### config.mk
export PLATFORM = sky130hd
export DESIGN_NAME = dds_ctrl_pins
export DESIGN_NICKNAME = d
export VERILOG_FILES = /design/src/inc/dds_pins_pkg.sv /design/src/rtl/dds_ctrl_pins.sv /design/src/rtl/reg_buffer.sv
export SDC_FILE = /design/constraint.sdc
export NUM_CORES = 1
export LEC_CHECK = 0
export BUFFER_PORTS_ARGS = -buffer_cell sky130_fd_sc_hd__clkbuf_2
export CAP_MARGIN = 25
export CORE_AREA = 4 4 165 167
export CTS_BUF_LIST = sky130_fd_sc_hd__clkbuf_4
export CTS_CLUSTER_SIZE = 24
export DETAILED_ROUTE_END_ITERATION = 7
export DIE_AREA = 0 0 169 171
export PLACE_DENSITY = 0.74
export SYNTH_ARGS = -nofsm -noshare
export SYNTH_HDL_FRONTEND = slang
export SYNTH_SLANG_ARGS = --single-unit
### constraint.sdc
create_clock -name clk_i -period 3.65 [get_ports clk_i]
set_input_delay 0 -clock clk_i [delete_from_list [all_inputs] [get_ports clk_i]]
set_output_delay 0 -clock clk_i [all_outputs]
set_load 0.1 [all_outputs]
### src/inc/dds_pins_pkg.sv
// Constants shared by the DDS control-pin block and its buffer memory.
// Assumes one core clock domain; pin inputs arrive asynchronously.
package dds_pins_pkg;

  // Serial register file geometry
  localparam int REG_COUNT = 8;
  localparam int REG_WIDTH = 8;
  localparam int REG_AW = 3;

  // Serial register addresses
  localparam logic [2:0] SER_ADDR_AMP = 3'h0;
  localparam logic [2:0] SER_ADDR_FREQ0 = 3'h1;

  // Serial instruction layout
  localparam int INSTR_RW_BIT = 7;
  localparam int SER_BITS = 8;

  // Bus register byte offsets
  localparam logic [7:0] OFS_CTRL = 8'h00;
  localparam logic [7:0] OFS_STATUS = 8'h04;
  localparam logic [7:0] OFS_OUTPUT = 8'h08;
  localparam logic [7:0] OFS_ACTIVE_LO = 8'h0c;
  localparam logic [7:0] OFS_ACTIVE_HI = 8'h10;

  // Control register fields
  localparam int CTRL_THREE_WIRE = 0;
  localparam int CTRL_LSB_FIRST = 1;
  localparam int CTRL_KEY_EN = 2;
  localparam int CTRL_PD_LO = 3;
  localparam logic [4:0] CTRL_RESET = 5'h00;

  // Pacing clock is the core clock divided by four
  localparam int PACE_DIV_W = 2;
  localparam logic [1:0] PACE_PRE_RISE = 2'h1;

  // Latency from update to output, in core clock cycles
  localparam int FREQ_LAT_CYC = 24;
  localparam int AMP_LAT_CYC = 16;
  localparam int LAT_W = 5;

  // Synchronised pin vector layout
  localparam int PIN_SCLK = 0;
  localparam int PIN_CS_N = 1;
  localparam int PIN_SDIO = 2;
  localparam int PIN_ABORT = 3;
  localparam int PIN_UPDATE = 4;
  localparam int PIN_PS_LO = 5;
  localparam int PIN_PS_HI = 6;
  localparam int PIN_KEY = 7;
  localparam int PIN_OSC = 8;
  localparam int PIN_PD = 9;
  localparam int PIN_ALIGN = 10;
  localparam int PIN_COUNT = 11;

  // Power-down states
  typedef enum logic [1:0] {PD_NONE, PD_RAPID, PD_SLEEP, PD_FULL} pd_state_t;

endpackage

### src/rtl/dds_ctrl_pins.sv
// Control-pin front end of a direct digital synthesiser: serial port,
// update strobe, profile select, pacing clock and miscellaneous pins.
// Assumes clk_i is the core clock; every pin is asynchronous to it.
//
// Contract
// - Update strobe rising edge copies the whole buffer into active registers.
// - Oscillator select high enables oscillator; low bypasses it.
// - Hardware reset high forces all registers and state to initial values.
// - Abort high ends any serial transfer; new one only after it falls.
// - Three-wire mode drives read data on dedicated output; two-wire leaves it.
// - Three-wire: data pin input only; two-wire: data pin bidirectional.
// - Serial transfers happen only while active-low select is asserted.
// - Device outputs a pacing clock for strobe, profile and keying timing.
// - Alignment input, fed from a master pacing clock, realigns our timing.
// - Keying direction sampled on pacing clock when enabled; else held low.
// - Two profile-select inputs pick one of four, sampled on pacing clock.
// - Any profile-select change performs the same update as the strobe.
// - Power-down pin enters the configured power-down state.
// - New frequency reaches output 24 core cycles after an update.
// - New amplitude reaches output 16 core cycles after an update.
// - Serial transfers run most or least significant bit first, as set.
//
// Design decisions made here: the Wishbone slave port and the placing of the registers.
`timescale 1ns/1ps
module dds_ctrl_pins
  import dds_pins_pkg::*;
(
  // Clock and reset
  input wire logic clk_i,
  input wire logic rst_i,
  // Wishbone slave
  input wire logic wb_cyc_i,
  input wire logic wb_stb_i,
  input wire logic wb_we_i,
  input wire logic [7:0] wb_adr_i,
  input wire logic [3:0] wb_sel_i,
  input wire logic [31:0] wb_dat_i,
  output logic [31:0] wb_dat_o,
  output logic wb_ack_o,
  // Serial port pins
  input wire logic sclk_i,
  input wire logic cs_n_i,
  input wire logic sdio_i,
  output logic sdio_o,
  output logic sdio_oe_n_o,
  output logic serial_read_out_o,
  input wire logic serial_port_abort_i,
  // Update, profile and keying pins
  input wire logic io_update_i,
  input wire logic profile_select_lo_i,
  input wire logic profile_select_hi_i,
  input wire logic keying_direction_i,
  // Clocking pins
  output logic sync_clk_o,
  input wire logic sync_align_i,
  input wire logic oscillator_select_pin_i,
  output logic osc_enable_o,
  output logic osc_bypass_o,
  // Power-down pin
  input wire logic ext_powerdown_pin_i,
  output logic [1:0] powerdown_o,
  // Core-facing results
  output logic [1:0] profile_o,
  output logic keying_dir_o,
  output logic [7:0] freq_word_o,
  output logic [7:0] amp_word_o
);

  typedef enum logic [1:0] {SP_IDLE, SP_INSTR, SP_DATA, SP_WAIT} sp_state_t;

  logic [PIN_COUNT-1:0] pin_meta_r, pin_r, pin_prev_r;
  logic [4:0] ctrl_r;
  logic [PACE_DIV_W-1:0] div_r;
  logic [1:0] prof_r, prof_new;
  logic upd_evt, pace_tick, sclk_rise, sclk_fall, sp_kill;
  sp_state_t sp_state_r;
  logic [3:0] bit_cnt_r;
  logic [7:0] rx_r, tx_r, rx_nxt, buf_rd_data;
  logic rd_mode_r, tx_load_r, buf_wr;
  logic [REG_AW-1:0] addr_r;
  logic [REG_COUNT*REG_WIDTH-1:0] buf_all, active_r;
  logic [7:0] freq_pend_r, amp_pend_r;
  logic [LAT_W-1:0] freq_cnt_r, amp_cnt_r;

  ////////////////////////////////////////////////////////////////////
  // Two-stage synchronisers for every pin; stage one feeds stage two only
  always_ff @(posedge clk_i) begin
    if (rst_i) begin
      pin_meta_r <= '0;
      pin_r <= '0;
      pin_prev_r <= '0;
    end else begin
      pin_meta_r <= {sync_align_i, ext_powerdown_pin_i, oscillator_select_pin_i,
                     keying_direction_i, profile_select_hi_i, profile_select_lo_i,
                     io_update_i, serial_port_abort_i, sdio_i, cs_n_i, sclk_i};
      pin_r <= pin_meta_r;
      pin_prev_r <= pin_r;
    end
  end

  assign sclk_rise = pin_r[PIN_SCLK] & ~pin_prev_r[PIN_SCLK];
  assign sclk_fall = ~pin_r[PIN_SCLK] & pin_prev_r[PIN_SCLK];
  // Abort or deselect drops the serial engine at once
  assign sp_kill = pin_r[PIN_ABORT] | pin_r[PIN_CS_N];

  ////////////////////////////////////////////////////////////////////
  // Wishbone slave: one-cycle registered ack, unmapped reads give zero
  always_ff @(posedge clk_i) begin
    if (rst_i) begin
      wb_ack_o <= 1'b0;
      wb_dat_o <= '0;
      ctrl_r <= CTRL_RESET;
    end else begin
      wb_ack_o <= wb_cyc_i & wb_stb_i & ~wb_ack_o;
      if (wb_cyc_i && wb_stb_i && !wb_ack_o) begin
        if (wb_we_i && wb_sel_i[0] && wb_adr_i == OFS_CTRL) begin
          ctrl_r <= wb_dat_i[4:0];
        end
        unique case (wb_adr_i)
          OFS_CTRL: wb_dat_o <= {27'h0, ctrl_r};
          OFS_STATUS: wb_dat_o <= {24'h0, sp_state_r == SP_IDLE ? 1'b0 : 1'b1,
                                   pin_r[PIN_ABORT], osc_enable_o, keying_dir_o,
                                   powerdown_o, profile_o};
          OFS_OUTPUT: wb_dat_o <= {16'h0, amp_word_o, freq_word_o};
          OFS_ACTIVE_LO: wb_dat_o <= active_r[31:0];
          OFS_ACTIVE_HI: wb_dat_o <= active_r[63:32];
          default: wb_dat_o <= '0;
        endcase
      end
    end
  end

  ////////////////////////////////////////////////////////////////////
  // Pacing clock: core clock over four, phase reset by the align input
  always_ff @(posedge clk_i) begin
    if (rst_i) begin
      div_r <= '0;
      sync_clk_o <= 1'b0;
    end else if (pin_r[PIN_ALIGN] && !pin_prev_r[PIN_ALIGN]) begin
      div_r <= '0;
      sync_clk_o <= 1'b0;
    end else begin
      div_r <= div_r + 1'b1;
      sync_clk_o <= div_r == PACE_PRE_RISE;
      if (div_r == PACE_PRE_RISE + 2'h1) begin
        sync_clk_o <= 1'b1;
      end
    end
  end

  // Sample point one core cycle before the pacing clock rises
  assign pace_tick = div_r == PACE_PRE_RISE;
  assign prof_new = {pin_r[PIN_PS_HI], pin_r[PIN_PS_LO]};

  ////////////////////////////////////////////////////////////////////
  // Profile and keying capture on the pacing clock
  always_ff @(posedge clk_i) begin
    if (rst_i) begin
      prof_r <= '0;
      keying_dir_o <= 1'b0;
    end else if (pace_tick) begin
      prof_r <= prof_new;
      keying_dir_o <= ctrl_r[CTRL_KEY_EN] & pin_r[PIN_KEY];
    end
  end

  assign profile_o = prof_r;
  // Strobe edge or profile change both move the buffer across
  assign upd_evt = (pin_r[PIN_UPDATE] & ~pin_prev_r[PIN_UPDATE])
                 | (pace_tick & (prof_new != prof_r));

  ////////////////////////////////////////////////////////////////////
  // Oscillator and power-down pins
  always_ff @(posedge clk_i) begin
    if (rst_i) begin
      osc_enable_o <= 1'b0;
      osc_bypass_o <= 1'b1;
      powerdown_o <= PD_NONE;
    end else begin
      osc_enable_o <= pin_r[PIN_OSC];
      osc_bypass_o <= ~pin_r[PIN_OSC];
      powerdown_o <= pin_r[PIN_PD] ? ctrl_r[CTRL_PD_LO +: 2] : PD_NONE;
    end
  end

  ////////////////////////////////////////////////////////////////////
  // Serial engine: instruction byte then one data byte
  always_comb begin
    if (ctrl_r[CTRL_LSB_FIRST]) begin
      rx_nxt = {pin_r[PIN_SDIO], rx_r[7:1]};
    end else begin
      rx_nxt = {rx_r[6:0], pin_r[PIN_SDIO]};
    end
  end

  assign buf_wr = sp_state_r == SP_DATA && !rd_mode_r && sclk_rise && !sp_kill
                && bit_cnt_r == 4'(SER_BITS - 1);

  always_ff @(posedge clk_i) begin
    if (rst_i || sp_kill) begin
      sp_state_r <= SP_IDLE;
      bit_cnt_r <= '0;
      rx_r <= '0;
      rd_mode_r <= 1'b0;
      addr_r <= '0;
    end else begin
      unique case (sp_state_r)
        SP_IDLE: begin
          sp_state_r <= SP_INSTR;
          bit_cnt_r <= '0;
        end
        SP_INSTR: begin
          if (sclk_rise) begin
            rx_r <= rx_nxt;
            bit_cnt_r <= bit_cnt_r + 4'h1;
            if (bit_cnt_r == 4'(SER_BITS - 1)) begin
              rd_mode_r <= rx_nxt[INSTR_RW_BIT];
              addr_r <= rx_nxt[REG_AW-1:0];
              bit_cnt_r <= '0;
              sp_state_r <= SP_DATA;
            end
          end
        end
        SP_DATA: begin
          if (sclk_rise) begin
            rx_r <= rx_nxt;
            bit_cnt_r <= bit_cnt_r + 4'h1;
            if (bit_cnt_r == 4'(SER_BITS - 1)) begin
              sp_state_r <= SP_WAIT;
            end
          end
        end
        SP_WAIT: sp_state_r <= SP_WAIT;
      endcase
    end
  end

  ////////////////////////////////////////////////////////////////////
  // Read data shifter, driven on falling serial clock edges
  always_ff @(posedge clk_i) begin
    if (rst_i || sp_kill) begin
      tx_r <= '0;
      tx_load_r <= 1'b0;
      sdio_o <= 1'b0;
      sdio_oe_n_o <= 1'b1;
      serial_read_out_o <= 1'b0;
    end else begin
      // Buffer read data lands one cycle after the address is known
      tx_load_r <= sp_state_r == SP_INSTR && sclk_rise && bit_cnt_r == 4'(SER_BITS - 1);
      if (tx_load_r) begin
        tx_r <= buf_rd_data;
      end else if (sp_state_r == SP_DATA && rd_mode_r && sclk_fall) begin
        if (ctrl_r[CTRL_LSB_FIRST]) begin
          sdio_o <= tx_r[0];
          serial_read_out_o <= ctrl_r[CTRL_THREE_WIRE] & tx_r[0];
          tx_r <= {1'b0, tx_r[7:1]};
        end else begin
          sdio_o <= tx_r[7];
          serial_read_out_o <= ctrl_r[CTRL_THREE_WIRE] & tx_r[7];
          tx_r <= {tx_r[6:0], 1'b0};
        end
        // Three-wire keeps the data pin an input; two-wire turns it round
        sdio_oe_n_o <= ctrl_r[CTRL_THREE_WIRE];
      end else if (sp_state_r == SP_WAIT) begin
        sdio_oe_n_o <= 1'b1;
      end
    end
  end

  reg_buffer #(
    .DEPTH(REG_COUNT),
    .WIDTH(REG_WIDTH),
    .AW(REG_AW)
  ) u_buf (
    .clk_i(clk_i),
    .rst_i(rst_i),
    .wr_en_i(buf_wr),
    .wr_addr_i(addr_r),
    .wr_data_i(rx_nxt),
    .rd_addr_i(rx_nxt[REG_AW-1:0]),
    .rd_data_o(buf_rd_data),
    .contents_o(buf_all)
  );

  ////////////////////////////////////////////////////////////////////
  // Active registers take the whole buffer on every update
  always_ff @(posedge clk_i) begin
    if (rst_i) begin
      active_r <= '0;
    end else if (upd_evt) begin
      active_r <= buf_all;
    end
  end

  ////////////////////////////////////////////////////////////////////
  // Output latency: a later update restarts the count, so the newest wins
  always_ff @(posedge clk_i) begin
    if (rst_i) begin
      freq_pend_r <= '0;
      freq_cnt_r <= '0;
      freq_word_o <= '0;
    end else if (upd_evt) begin
      freq_pend_r <= buf_all[(int'(SER_ADDR_FREQ0) + int'(pace_tick ? prof_new : prof_r))
                             * REG_WIDTH +: REG_WIDTH];
      freq_cnt_r <= LAT_W'(FREQ_LAT_CYC);
    end else if (freq_cnt_r != '0) begin
      freq_cnt_r <= freq_cnt_r - 1'b1;
      if (freq_cnt_r == LAT_W'(1)) begin
        freq_word_o <= freq_pend_r;
      end
    end
  end

  always_ff @(posedge clk_i) begin
    if (rst_i) begin
      amp_pend_r <= '0;
      amp_cnt_r <= '0;
      amp_word_o <= '0;
    end else if (upd_evt) begin
      amp_pend_r <= buf_all[int'(SER_ADDR_AMP) * REG_WIDTH +: REG_WIDTH];
      amp_cnt_r <= LAT_W'(AMP_LAT_CYC);
    end else if (amp_cnt_r != '0) begin
      amp_cnt_r <= amp_cnt_r - 1'b1;
      if (amp_cnt_r == LAT_W'(1)) begin
        amp_word_o <= amp_pend_r;
      end
    end
  end

endmodule

### src/rtl/reg_buffer.sv
// Buffer memory for the serial register file: one write port, one
// registered read port, and all entries in parallel for a bulk copy.
// Assumes a single clock and a synchronous active-high reset.
`timescale 1ns/1ps
module reg_buffer #(
  parameter int DEPTH = 8,
  parameter int WIDTH = 8,
  parameter int AW = 3
) (
  // Clock and reset
  input wire logic clk_i,
  input wire logic rst_i,
  // Write port
  input wire logic wr_en_i,
  input wire logic [AW-1:0] wr_addr_i,
  input wire logic [WIDTH-1:0] wr_data_i,
  // Read port
  input wire logic [AW-1:0] rd_addr_i,
  output logic [WIDTH-1:0] rd_data_o,
  // Whole contents for the update copy
  output logic [DEPTH*WIDTH-1:0] contents_o
);

  logic [WIDTH-1:0] mem_r [DEPTH];

  ////////////////////////////////////////////////////////////////////
  // Storage, one entry per generate step
  genvar g;
  generate
    for (g = 0; g < DEPTH; g++) begin : g_entry
      always_ff @(posedge clk_i) begin
        if (rst_i) begin
          mem_r[g] <= '0;
        end else if (wr_en_i && wr_addr_i == AW'(g)) begin
          mem_r[g] <= wr_data_i;
        end
      end
      assign contents_o[g*WIDTH +: WIDTH] = mem_r[g];
    end
  endgenerate

  ////////////////////////////////////////////////////////////////////
  // Registered read, one cycle after the address
  always_ff @(posedge clk_i) begin
    if (rst_i) begin
      rd_data_o <= '0;
    end else begin
      rd_data_o <= mem_r[rd_addr_i];
    end
  end

endmodule

# Word-level counts from Yosys, hierarchy flattened

Memories as Yosys holds them, arrays and structs flattened. A register that Yosys moved wholly into a read port is not among the register bits.
Index checks and enable logic that the tools add are counted.

Flip-flop bits (word level): 217
RAM bits: 64
Output and inout port bits: 60
Word-level logic and storage cells: 198
Memories kept: 1

$add $sub $neg: 5
Equality and inequality tests: 24
Shifts and indexed selects: 1
Mux-type cells: 59
Bitwise operators: 27
Reductions and logical operators: 49

Memories:

| memory      | depth | width | read ports | clocked after memory_dff | write ports | RTL line         | RTL |
|---|---|---|---|---|---|---|---|
| u_buf.mem_r | 8     | 8     | 9          | 1                        | 8           | reg_buffer.sv:24 | `logic [WIDTH-1:0] mem_r [DEPTH];` |

Operators with widths:

| kind                                              | number |
|---|---|
| one-hot mux 32 bit (5 select lines)               | 1 |
| two-way mux 8 bit                                 | 12 |
| variable part select 64 x 7 -> 8 bit              | 1 |
| two-way mux 1 bit                                 | 32 |
| logical AND 1 bit                                 | 21 |
| two-way mux 5 bit                                 | 4 |
| == test 8 x 4 -> 1 bit (second input constant)    | 2 |
| == test 3 bit (second input constant)             | 4 |
| two-way mux 4 bit                                 | 3 |
| one-hot mux 4 bit (3 select lines)                | 1 |
| AND reduction 3 bit                               | 4 |
| == test 5 x 1 -> 1 bit (second input constant)    | 2 |
| two-way mux 2 bit                                 | 5 |
| bitwise OR 1 bit                                  | 10 |
| nonzero test 5 bit                                | 2 |
| subtractor 5 x 1 -> 5 bit (second input constant) | 2 |
| AND 1 bit                                         | 9 |
| == test 8 x 3 -> 1 bit (second input constant)    | 1 |
| == test 8 x 5 -> 1 bit (second input constant)    | 1 |
| logical NOT 8 bit                                 | 1 |
| inverter 1 bit                                    | 8 |
| one-hot mux 2 bit (4 select lines)                | 1 |
| AND reduction 2 bit                               | 4 |
| nonzero test 2 bit                                | 4 |
| 18 further kinds                                  | 30 |

# Depth between registers and ports, before layout

Gate-level depths: netlist of the first run.

Depth after elaboration: 10
Depth in mapped cells: 8
Gate-level depth less buffers: 6

# Hierarchy

A second synthesis of the first run with hierarchy kept.

Cell total of the unflattened synthesis: 1,122
Area total of the unflattened synthesis: 11,706.2 um^2

Modules (own cells, without submodules):

| module        | instances | cells each | area an instance (um^2) | sequential area each (um^2) |
|---|---|---|---|---|
| dds_ctrl_pins | 1         | 924        | 8,520.7                 | 4,003.8 |
| reg_buffer    | 1         | 198        | 3,185.6                 | 2,082.0 |

# Worst setup path before layout of the first run

Ideal clock, no wire load.

Kind: reg2reg
Start: register, netlist name sync_clk_o
End: register freq_pend_r[7]
Setup time: 0.139 ns
Arrival time: 2.491 ns
Required time: 3.511 ns
Setup slack: 1.020 ns
Stages on the path, launching flop included: 9
Cell sequence: dfxtp_1 > inv_1 > ha_1 > buf_2 > mux2i_2 > buf_6 > mux2i_1 > mux2_2 > o22ai_1

RTL lines:

| element                | RTL line             | RTL |
|---|---|---|
| end signal: assignment | dds_ctrl_pins.sv:303 | `freq_pend_r <= buf_all[(int'(SER_ADDR_FREQ0) + int'(pace_tick ? prof_new : prof_r))` |
| end: declaration       | dds_ctrl_pins.sv:82  | `logic [7:0] freq_pend_r, amp_pend_r;` |

==> out/qor.yml, run 1 <==
path_class: "reg2reg"
synth-edff-count: 64
worstPathRequired_ns: 3.97
synth_fp_nets: 1193
setup_ws_ns: 1.19
routed_wl_mm: 29.4
dieArea_um2: 28900
dominantRegCellSynth: "dfxtp_1"
grt_util_all_layers_pct: 20.1
instances_no_fill: 1628
status: "finished clean"
grt_pass1_vias: 8754
synth_top_area_share_pct: 36.5
portBuffers: 89
die_w_um: 169
grt_pass1_wl_mm: 46.8
start_kind: "flip-flop"
critPathCaptureType: "flip-flop"
avgSynthCellArea_um2: 10.2
placed_cell_area_um2: 12000
clockBufferDepth: 3
area_growth_pct: 16.4
ys_seq_elements: 272
slew_headroom_pct: 27.0
ys_top_cells_by_count: "dfxtp_1 (208), nor2_1 (111), nand2_1 (96)"
skew_ns: 0.0406
ys_top_cells_by_area: "dfxtp_1 (37%), edfxtp_1 (17%), mux2i_1 (4.7%)"
worst_pin_slew_ns: 1.06
grt_max_degree: 68
path_max_fanout: 8
postRouteAntennaNets: 0
place_hpwl_mm: 20.0
grt.overflow.total: 0
timing.max_cap.violations: 0
core-area_um2: 25800
dp_cells: 1478
power.total_mw: 6.94
tns_ns: 0
nFillCells: 2294
irDropWorstVdd_v: 0.000218
viasPerCell: 5.63
num_vias: 9164
pwr_density_cell_nw_per_um2: 523
cts.sinks: 272
place.gp.congestion: 0.887
row_count: 59
clkTransAtPathRegs_ns: 0.07
worstPathArrival_ns: 2.78
period_share_pct: 67.5
wl_per_cell_um: 18.1
pre_cts_ws_ns: 1.21
cts_buffers: 71
syn_area_um2: 11400
finalInstanceArea_um2: 13300
start_util_pct: 44.2
fmax_ghz: 0.406
dr.pass1.iters: 5
layout.nets: 1316
yosysSeqAreaShare_pct: 53.4
period_minus_slack_ns: 2.46
p_leak_nw: 4.93
drt_drc_violations_left: 0
setup_viol: 0
drv_slew: 0
ys.warnings.count: 0
syn-instance-count: 1121
ctsRootBufferMaster: "clkbuf_4"
io_pins: 120
synth_largest_area_cell: "dfxtp_1"
ys_types: 66
tritoncts: "yes"
grt_setup_unrepaired: "false"
detail_route.iter0.violations: 881
hold_path.class: "in2reg"
die_y_um: 171
htree_num_levels: 3
synthArstFlopShare_pct: 0
yosysMostFrequentCell: "dfxtp_1"
hold_viol: 0
clk_latency_ns: 0.68
drive_gt1_share_pct: 22.4
antenna_found_initial: 1
[metrics by stage]
stage	hold slack [ns]	utilization (%)
final	0.0393	51.5
after global routing	0.0525	51.5
after global placement	0.217	46.7
after CTS	0.00647	51.4
after floorplan	0.128	-
after detailed placement	0.212	46.7
[layout by cell type, fill, tap and decap left out, drive strengths merged, types with 11 or more instances in the layout]
master | netlist | routed
a22oi | 21 | 21
a21oi | 85 | 85
o21ai | 105 | 105
mux2i | 55 | 55
clkbuf | 58 | 201
mux4 | 16 | 16
ha | 12 | 12
a22o | 18 | 18
mux2 | 16 | 16
inv | 15 | 16
nor3 | 11 | 11
buf | 24 | 17
nand3 | 73 | 73
edfxtp | 64 | 64
a211oi | 16 | 16
dlygate4sd3 | 0 | 27
dfxtp | 208 | 208
nor2 | 111 | 111
nor2b | 30 | 30
nand2 | 96 | 96
[power breakdown]
part / internal (mW) / switching, mW
logic: 0.320 / 0.533
registers: 3.22 / 0.124
clock network: 1.53 / 1.21
[routing by layer]
| layer | vias to the layer above | share of wire [%] | global-route usage, % |
|---|---|---|---|
| li1 | 4338 | - | - |
| met1 | 4336 | 42 | 27.2 |
| met2 | 422 | 47 | 31.6 |
| met3 | 68 | 9.0 | 4.44 |
| met4 | 0 | 2.8 | 8.09 |
| met5 | - | 0 | 0 |
[critical path, cell delays in order, from the launching register on]
cell	delay, ns
dfxtp_1	0.36
inv_1	0.10
ha_1	0.25
or4b_1	0.58
nor4_4	0.38
nand3_1	0.13
nand2_1	0.32
[final timing paths]
kind,start,endpoint,slack (ns),depth (start not counted)
worst min register to register,div_r[0]$_SDFF_PP0_,div_r[0]$_SDFF_PP0_,0.41,1
worst max register to register,sp_state_r[0]$_SDFFE_PP0P_,u_buf.mem_r[7][3]$_SDFFCE_PN0P_,1.19,6
worst min-delay path,wb_adr_i[1],wb_dat_o[6]$_SDFFE_PP0P_,0.04,4
worst max-delay path,sp_state_r[0]$_SDFFE_PP0P_,u_buf.mem_r[7][3]$_SDFFCE_PN0P_,1.19,6
[layout make-up]
cell class,instances,area [um^2],area share [%]
inverter,15,56.3,0.424
multi-input combinational,752,4920,37.1
tap,335,419,3.16
clock inverter,8,83.8,0.632
antenna,1,2.50,0.0189
clock buffer,113,848,6.39
timing repair buffer,132,858,6.47
sequential,272,6090,45.9
[kinds of logic (layout without fill, tap and decap cells)]
logic type | after synthesis | after routing | synth area share (%)
XOR/XNOR | 6 | 6 | 0.461
AO/OA/AOI/OAI | 283 | 283 | 15.5
other | 0 | 1 | 0
adder cells (fa/ha/maj) | 12 | 12 | 1.32
buffers and inverters | 97 | 268 | 3.75
multiplexers | 87 | 87 | 9.67
AND/OR/NAND/NOR | 364 | 364 | 15.9
flip-flops | 272 | 272 | 53.4
[sequential cells by signal (all words and copies together), names as in the netlist, 2 cells and up]
register and cells:
freq_cnt_r 5, profile_o 2, amp_cnt_r 5, pin_meta_r 11, u_buf.rd_data_o 8, wb_dat_o 32
freq_pend_r 8, bit_cnt_r 4, u_buf.mem_r 64, rx_r 8, tx_r 8, pin_prev_r 4
active_r 64, addr_r 3, freq_word_o 8, sp_state_r 2, ctrl_r 5, powerdown_o 2
amp_word_o 8, pin_r 11
[what timing repair did]
action | in CTS | in global routing
gates resized for setup | 0 | 0
hold buffers | 27 | 0
hold endpoints to repair | 62 | 0
setup endpoints to repair | 0 | 0
buffers inserted | 0 | 0
Power figures use the tool's default switching activity.
==> run 2, diff against run 1 <==
clock period = 2.4 ns   (was 3.65 ns; I/O delays follow)
==> run 2 against run 1 <==
Net effect:
- wire length is 1.5% higher
- fmax is 5.6% higher
- critical path type unchanged
- global-route usage is 0.23 points higher
==> out/qor.yml, run 2 (synthesis gave the netlist of run 1 again) <==
area_growth_pct: 20.1  # was 16.4%
final_cell_mix: "dfxtp_1 (205), nor2_1 (111), clkbuf_4 (103)"  # was dfxtp_1 (208), clkbuf_4 (113), nor2_1 (111)
grt_max_degree: 69  # was 68
tns_ns: 0  # unchanged
ctsRootBufferMaster: "clkbuf_4"  # unchanged
row_count: 59  # unchanged
instances_no_fill: 1677  # was 1628
grt_pass1_vias: 8840  # was 8754
setup_viol: 0  # unchanged
drt_drc_violations_left: 0  # unchanged
register_area_um2: 6090  # about the same
layout.nets: 1355  # was 1316
grt_pass1_wl_mm: 47.1  # was 46.8 mm
grt_setup_unrepaired: "false"  # unchanged
largestRegisters: "active_r: 64 flops, u_buf.mem_r: 64 flops, wb_dat_o: 32 flops"  # unchanged
cts.sinks: 272  # unchanged
postRouteAntennaNets: 0  # unchanged
wl_per_cell_um: 17.8  # was 18.1 um
grt.overflow.total: 0  # unchanged
critPathCaptureType: "flip-flop"  # unchanged
grt_util_all_layers_pct: 20.4  # was 20.1%
dr.pass1.iters: 5  # unchanged
worst_pin_slew_ns: 0.925  # was 1.06 ns
slew_headroom_pct: 38.1  # was 27.0%
skew_ns: 0.0518  # was 0.0406 ns
dp_cells: 1498  # was 1478
path_class: "reg2reg"  # unchanged
place.gp.congestion: 0.925  # was 0.887
dieArea_um2: 28900  # unchanged
hold-worst-slack_ns: 0.0613  # was 0.0393 ns
tritoncts: "yes"  # unchanged
antenna_found_initial: 1  # unchanged
pre_cts_ws_ns: 0.138  # was 1.21 ns
viasPerCell: 5.58  # was 5.63
period_share_pct: 97.2  # was 67.5%
drv_slew: 0  # unchanged
period_minus_slack_ns: 2.33  # was 2.46 ns
core-area_um2: 25800  # unchanged
start_kind: "flip-flop"  # unchanged
worstPathRequired_ns: 2.98  # was 3.97 ns
fmax_ghz: 0.428  # was 0.406 GHz
multi_input_area_um2: 4920  # about the same
status: "finished clean"  # unchanged
num_vias: 9352  # was 9164
place_hpwl_mm: 20.3  # was 20.0 mm
path_max_fanout: 9  # was 8
portBuffers: 89  # unchanged
clkTransAtPathRegs_ns: 0.06  # was 0.07 ns
start_util_pct: 44.2  # unchanged
io_pins: 120  # unchanged
nFillCells: 2260  # was 2294
detail_route.iter0.violations: 1016  # was 881
final_common_cell: "dfxtp_1"  # unchanged
clockBufferDepth: 3  # unchanged
hold_path.class: "in2reg"  # unchanged
p_leak_nw: 5.17  # was 4.93 nW
setup_ws_ns: 0.0662  # was 1.19 ns
utilization_pct: 53.1  # was 51.5%
worstPathArrival_ns: 2.91  # was 2.78 ns
die_y_um: 171  # unchanged
irDropWorstVdd_v: 0.000382  # was 0.000218 V
clk_latency_ns: 0.69  # was 0.68 ns
drive_gt1_share_pct: 23.2  # was 22.4%
pwr_density_cell_nw_per_um2: 781  # was 523 nW/um^2
die_w_um: 169  # unchanged
timing.max_cap.violations: 0  # unchanged
cts_buffers: 71  # unchanged
htree_num_levels: 3  # unchanged
routed_wl_mm: 29.8  # was 29.4 mm
hold_viol: 0  # unchanged
-- run 2: cell types whose count changed in the layout (fill, tap and decap cells not counted), moves of 3 or more --
cell / delta
dlygate4sd3_1: +19
dfxtp_2: +3
clkinv_2: +3
clkinv_1: +13
buf_4: +17
clkbuf_4: -10
buf_12: +3
dfxtp_1: -3
-- run 2: what timing repair did --
| action | CTS | global route |
|---|---|---|
| hold buffers | 46 | 0 |
| gates resized for setup | 0 | 2 |
| setup endpoints to repair | 0 | 16 |
| endpoints found under the hold margin | 85 | 0 |
| buffers inserted | 0 | 0 |
-- run 2: layout make-up --
cell class                      count  share of cell area, %
Sequential cell                   272                   44.5
Multi-Input combinational cell    752                   35.9
Timing Repair Buffer              171                   9.03
Clock buffer                      103                   5.65
Tap cell                          335                   3.06
Clock inverter                     28                   1.42
Inverter                           15                  0.411
Antenna cell                        1                 0.0183
-- run 2: worst paths after layout --
path / from / end / slack, ns / depth (start not counted)
max: wb_ack_o$_SDFF_PP0_ / wb_dat_o[2]$_SDFFE_PP0P_ / 0.07 / 4
min: wb_adr_i[3] / wb_dat_o[5]$_SDFFE_PP0P_ / 0.06 / 4
max reg2reg: wb_ack_o$_SDFF_PP0_ / wb_dat_o[2]$_SDFFE_PP0P_ / 0.07 / 4
min reg2reg: div_r[0]$_SDFF_PP0_ / div_r[0]$_SDFF_PP0_ / 0.44 / 1
-- run 2: per-stage QoR --
stage,instance area [um^2],power (mW)
4_1_cts,13700,10.7
2_1_floorplan,11400,6.09
5_1_grt,13700,11.2
3_3_place_gp,12200,6.44
3_5_place_dp,12200,6.47
6_report,13700,10.7
-- run 2: critical path, cell delays in order, from the launching register on --
cell,delay [ns]
dfxtp_1,0.31
and3b_1,0.46
dlygate4sd3_1,0.79
a21oi_1,0.11
dlygate4sd3_1,0.56
-- run 2: report_power, final --
part	switching, mW	total, mW	internal [mW]
Combinational	0.841	1.38	0.539
Clock	1.92	4.24	2.32
Sequential	0.173	5.07	4.90
-- run 2: layer usage --
layer	global-route usage, %	vias up	part of all wire [%]	routed length [um]
li1	-	4435	-	-
met4	8.23	0	2.9	854
met3	4.99	70	8.4	2510
met5	0	-	0	0
met2	33.0	429	47	14100
met1	26.3	4418	42	12400
==> run 3, diff against run 2 <==
==> constraint.sdc (replaced) <==
create_clock -name clk_i -period 2.4 [get_ports clk_i]
set_input_delay 0 -clock clk_i [delete_from_list [all_inputs] [get_ports clk_i]]
set_output_delay 0 -clock clk_i [all_outputs]
set_load 0.01 [all_outputs]
==> run 3 against run 2 <==
Net effect:
- via count down 1.8%
- clock-buffer cell count up 2
- critical endpoint is now u_buf.mem_r[5][3]$_SDFFCE_PN0P_
- utilization down 0.48 points
- clock power down 0.9%
- fmax up 2.0%
- setup slack better by 0.045 ns
- first-iteration DRC count up 16%
- critical path depth up 2
- critical path type unchanged
- largest cell class unchanged
==> out/qor.yml, run 3 (synthesis gave the netlist of run 1 again) <==
status: "finished clean"  # unchanged
p_int_mw: 7.75  # was 7.76 mW
drt_drc_violations_left: 0  # unchanged
start_kind: "flip-flop"  # unchanged
grt.overflow.total: 0  # unchanged
worstPathArrival_ns: 2.63  # was 2.91 ns
drv_slew: 0  # unchanged
drt-met1-wl_mm: 12.5  # was 12.4 mm
start_util_pct: 44.2  # unchanged
setup_ws_ns: 0.111  # was 0.0662 ns
fmax_ghz: 0.437  # was 0.428 GHz
switching_share_pct: 26.5  # was 27.5%
hold-worst-slack_ns: 0.0503  # was 0.0613 ns
placed_cell_area_um2: 12200  # about the same
setup_viol: 0  # unchanged
core-area_um2: 25800  # unchanged
cts.sinks: 272  # unchanged
p_leak_nw: 5.09  # was 5.17 nW
die_w_um: 169  # unchanged
slowest_stage: "or4b_4"  # was dlygate4sd3_1
ctsRootBufferMaster: "clkbuf_4"  # unchanged
period_share_pct: 95.4  # was 97.2%
utilization_pct: 52.7  # was 53.1%
worstPathCellList: "ha_1, or4b_4, nor4_4, buf_4, nand3_1, nand2_2"  # was and3b_1, dlygate4sd3_1, a21oi_1, dlygate4sd3_1
pwr-share-clk_pct: 39.8  # was 39.7%
clkTransAtPathRegs_ns: 0.06  # about the same
path_max_fanout: 8  # was 9
io_pins: 120  # unchanged
dr.pass1.iters: 6  # was 5
antenna_found_initial: 2  # was 1
clockBufferDepth: 3  # unchanged
clk_latency_ns: 0.69  # about the same
max_stage_delay_ns: 0.53  # was 0.79 ns
grt_util_all_layers_pct: 20.2  # was 20.4%
pwr_density_cell_nw_per_um2: 778  # was 781 nW/um^2
largestRegisters: "active_r: 64 flops, u_buf.mem_r: 64 flops, wb_dat_o: 32 flops"  # unchanged
hold_path.class: "in2reg"  # unchanged
dr_wl_met2_mm: 13.7  # was 14.1 mm
grt_pass1_wl_mm: 46.6  # was 47.1 mm
place_hpwl_mm: 20.3  # about the same
p_switching_mw: 2.80  # was 2.94 mW
tritoncts: "yes"  # unchanged
period_minus_slack_ns: 2.29  # was 2.33 ns
final_common_cell: "dfxtp_1"  # unchanged
grt_max_degree: 68  # was 69
tns_ns: 0  # unchanged
slew_headroom_pct: 36.9  # was 38.1%
worst_pin_slew_ns: 0.942  # was 0.925 ns
wl_met3_mm: 2.82  # was 2.51 mm
postRouteAntennaNets: 0  # unchanged
finalInstanceArea_um2: 13600  # was 13700 um^2
routed_wl_mm: 29.9  # was 29.8 mm
num_vias: 9187  # was 9352
viasPerCell: 5.53  # was 5.58
timing.max_cap.violations: 0  # unchanged
area_growth_pct: 19.1  # was 20.1%
place.gp.congestion: 0.951  # was 0.925
final_cell_mix: "dfxtp_1 (208), nor2_1 (111), clkbuf_4 (105)"  # was dfxtp_1 (205), nor2_1 (111), clkbuf_4 (103)
row_count: 59  # unchanged
layout.nets: 1346  # was 1355
die_y_um: 171  # unchanged
nFillCells: 2254  # was 2260
irDropWorstVdd_v: 0.000366  # was 0.000382 V
pre_cts_ws_ns: 0.0292  # was 0.138 ns
detail_route.iter0.violations: 1177  # was 1016
grt_pass1_vias: 8862  # was 8840
top_layer: "met5"  # was met4
htree_num_levels: 3  # unchanged
worstPathRequired_ns: 2.74  # was 2.98 ns
grt_setup_unrepaired: "false"  # unchanged
seq_power_share_pct: 48.1  # was 47.4%
dieArea_um2: 28900  # unchanged
hold_viol: 0  # unchanged
cts_buffers: 71  # unchanged
drive_gt1_share_pct: 23.6  # was 23.2%
portBuffers: 89  # unchanged
path_class: "reg2reg"  # unchanged
wl_per_cell_um: 18.0  # was 17.8 um
pwr-share-comb_pct: 12.1  # was 12.9%
skew_ns: 0.0397  # was 0.0518 ns
critPathCaptureType: "flip-flop"  # unchanged
## run 3: cell count changes in the layout (fill, tap and decap cells not counted), sizes merged
cell,previous run,this run
clkbuf,191,193
clkinv,22,10
clkinvlp,0,1
dlygate4sd3,46,37
inv,18,19
## run 3: power by group through the flow
stage | Clock [mW] | Combinational, mW | Sequential [mW]
CTS | 4.27 | 1.26 | 5.07
global placement | 0 | 1.17 | 5.17
finish | 4.20 | 1.28 | 5.08
detailed placement | 0 | 1.21 | 5.17
global route | 4.55 | 1.42 | 5.09
floorplan | 0 | 0.886 | 5.12
## run 3: metal layers
layer,vias to the layer above,GRT usage (%)
li1,4404,-
met1,4255,26.2
met2,451,31.5
met3,75,5.82
met4,2,9.56
met5,-,0
## run 3: worst max-delay path: cells and delay by family (launching register included)
kind	cells	cell delay, ns
and+or+nand+nor	4	1.12
DFF	1	0.39
adders and majority gates	1	0.26
buffers and inverters	1	0.20
## run 3: layout make-up
class	count	area (um^2)	area share, %
diodes	1	2.50	0.0184
clock buffers	105	788	5.81
clock inverters	18	153	1.12
inverters	15	56.3	0.415
multi-input cells	752	4930	36.3
flip-flops and latches	272	6090	44.9
well taps	335	419	3.09
repair buffers	162	1130	8.35
## run 3: path summary, 6_finish.rpt
check,depth (start not counted),startpoint,slack (ns),to
setup / recovery,6,sp_state_r[1]$_SDFFE_PP0P_,0.11,u_buf.mem_r[5][3]$_SDFFCE_PN0P_
hold reg to reg,1,pin_r[8]$_SDFF_PP0_,0.42,osc_bypass_o$_SDFF_PP1_
setup reg to reg,6,sp_state_r[1]$_SDFFE_PP0P_,0.11,u_buf.mem_r[5][3]$_SDFFCE_PN0P_
hold / removal,4,wb_adr_i[3],0.05,wb_dat_o[6]$_SDFFE_PP0P_
## run 3: stage by stage
stage | total power [mW] | std cells
floorplan | 6.00 | 1121
global placement | 6.34 | 1495
detailed placement | 6.38 | 1495
CTS | 10.6 | 1655
global route | 11.1 | 1660
finish | 10.6 | 1660
## run 3: timing repair
item / in CTS / in global routing
hold buffers: 37 / 0
endpoints found under the setup margin: 0 / 66
endpoints found under the hold margin: 30 / 0
buffers inserted: 0 / 3
resized for setup: 0 / 5
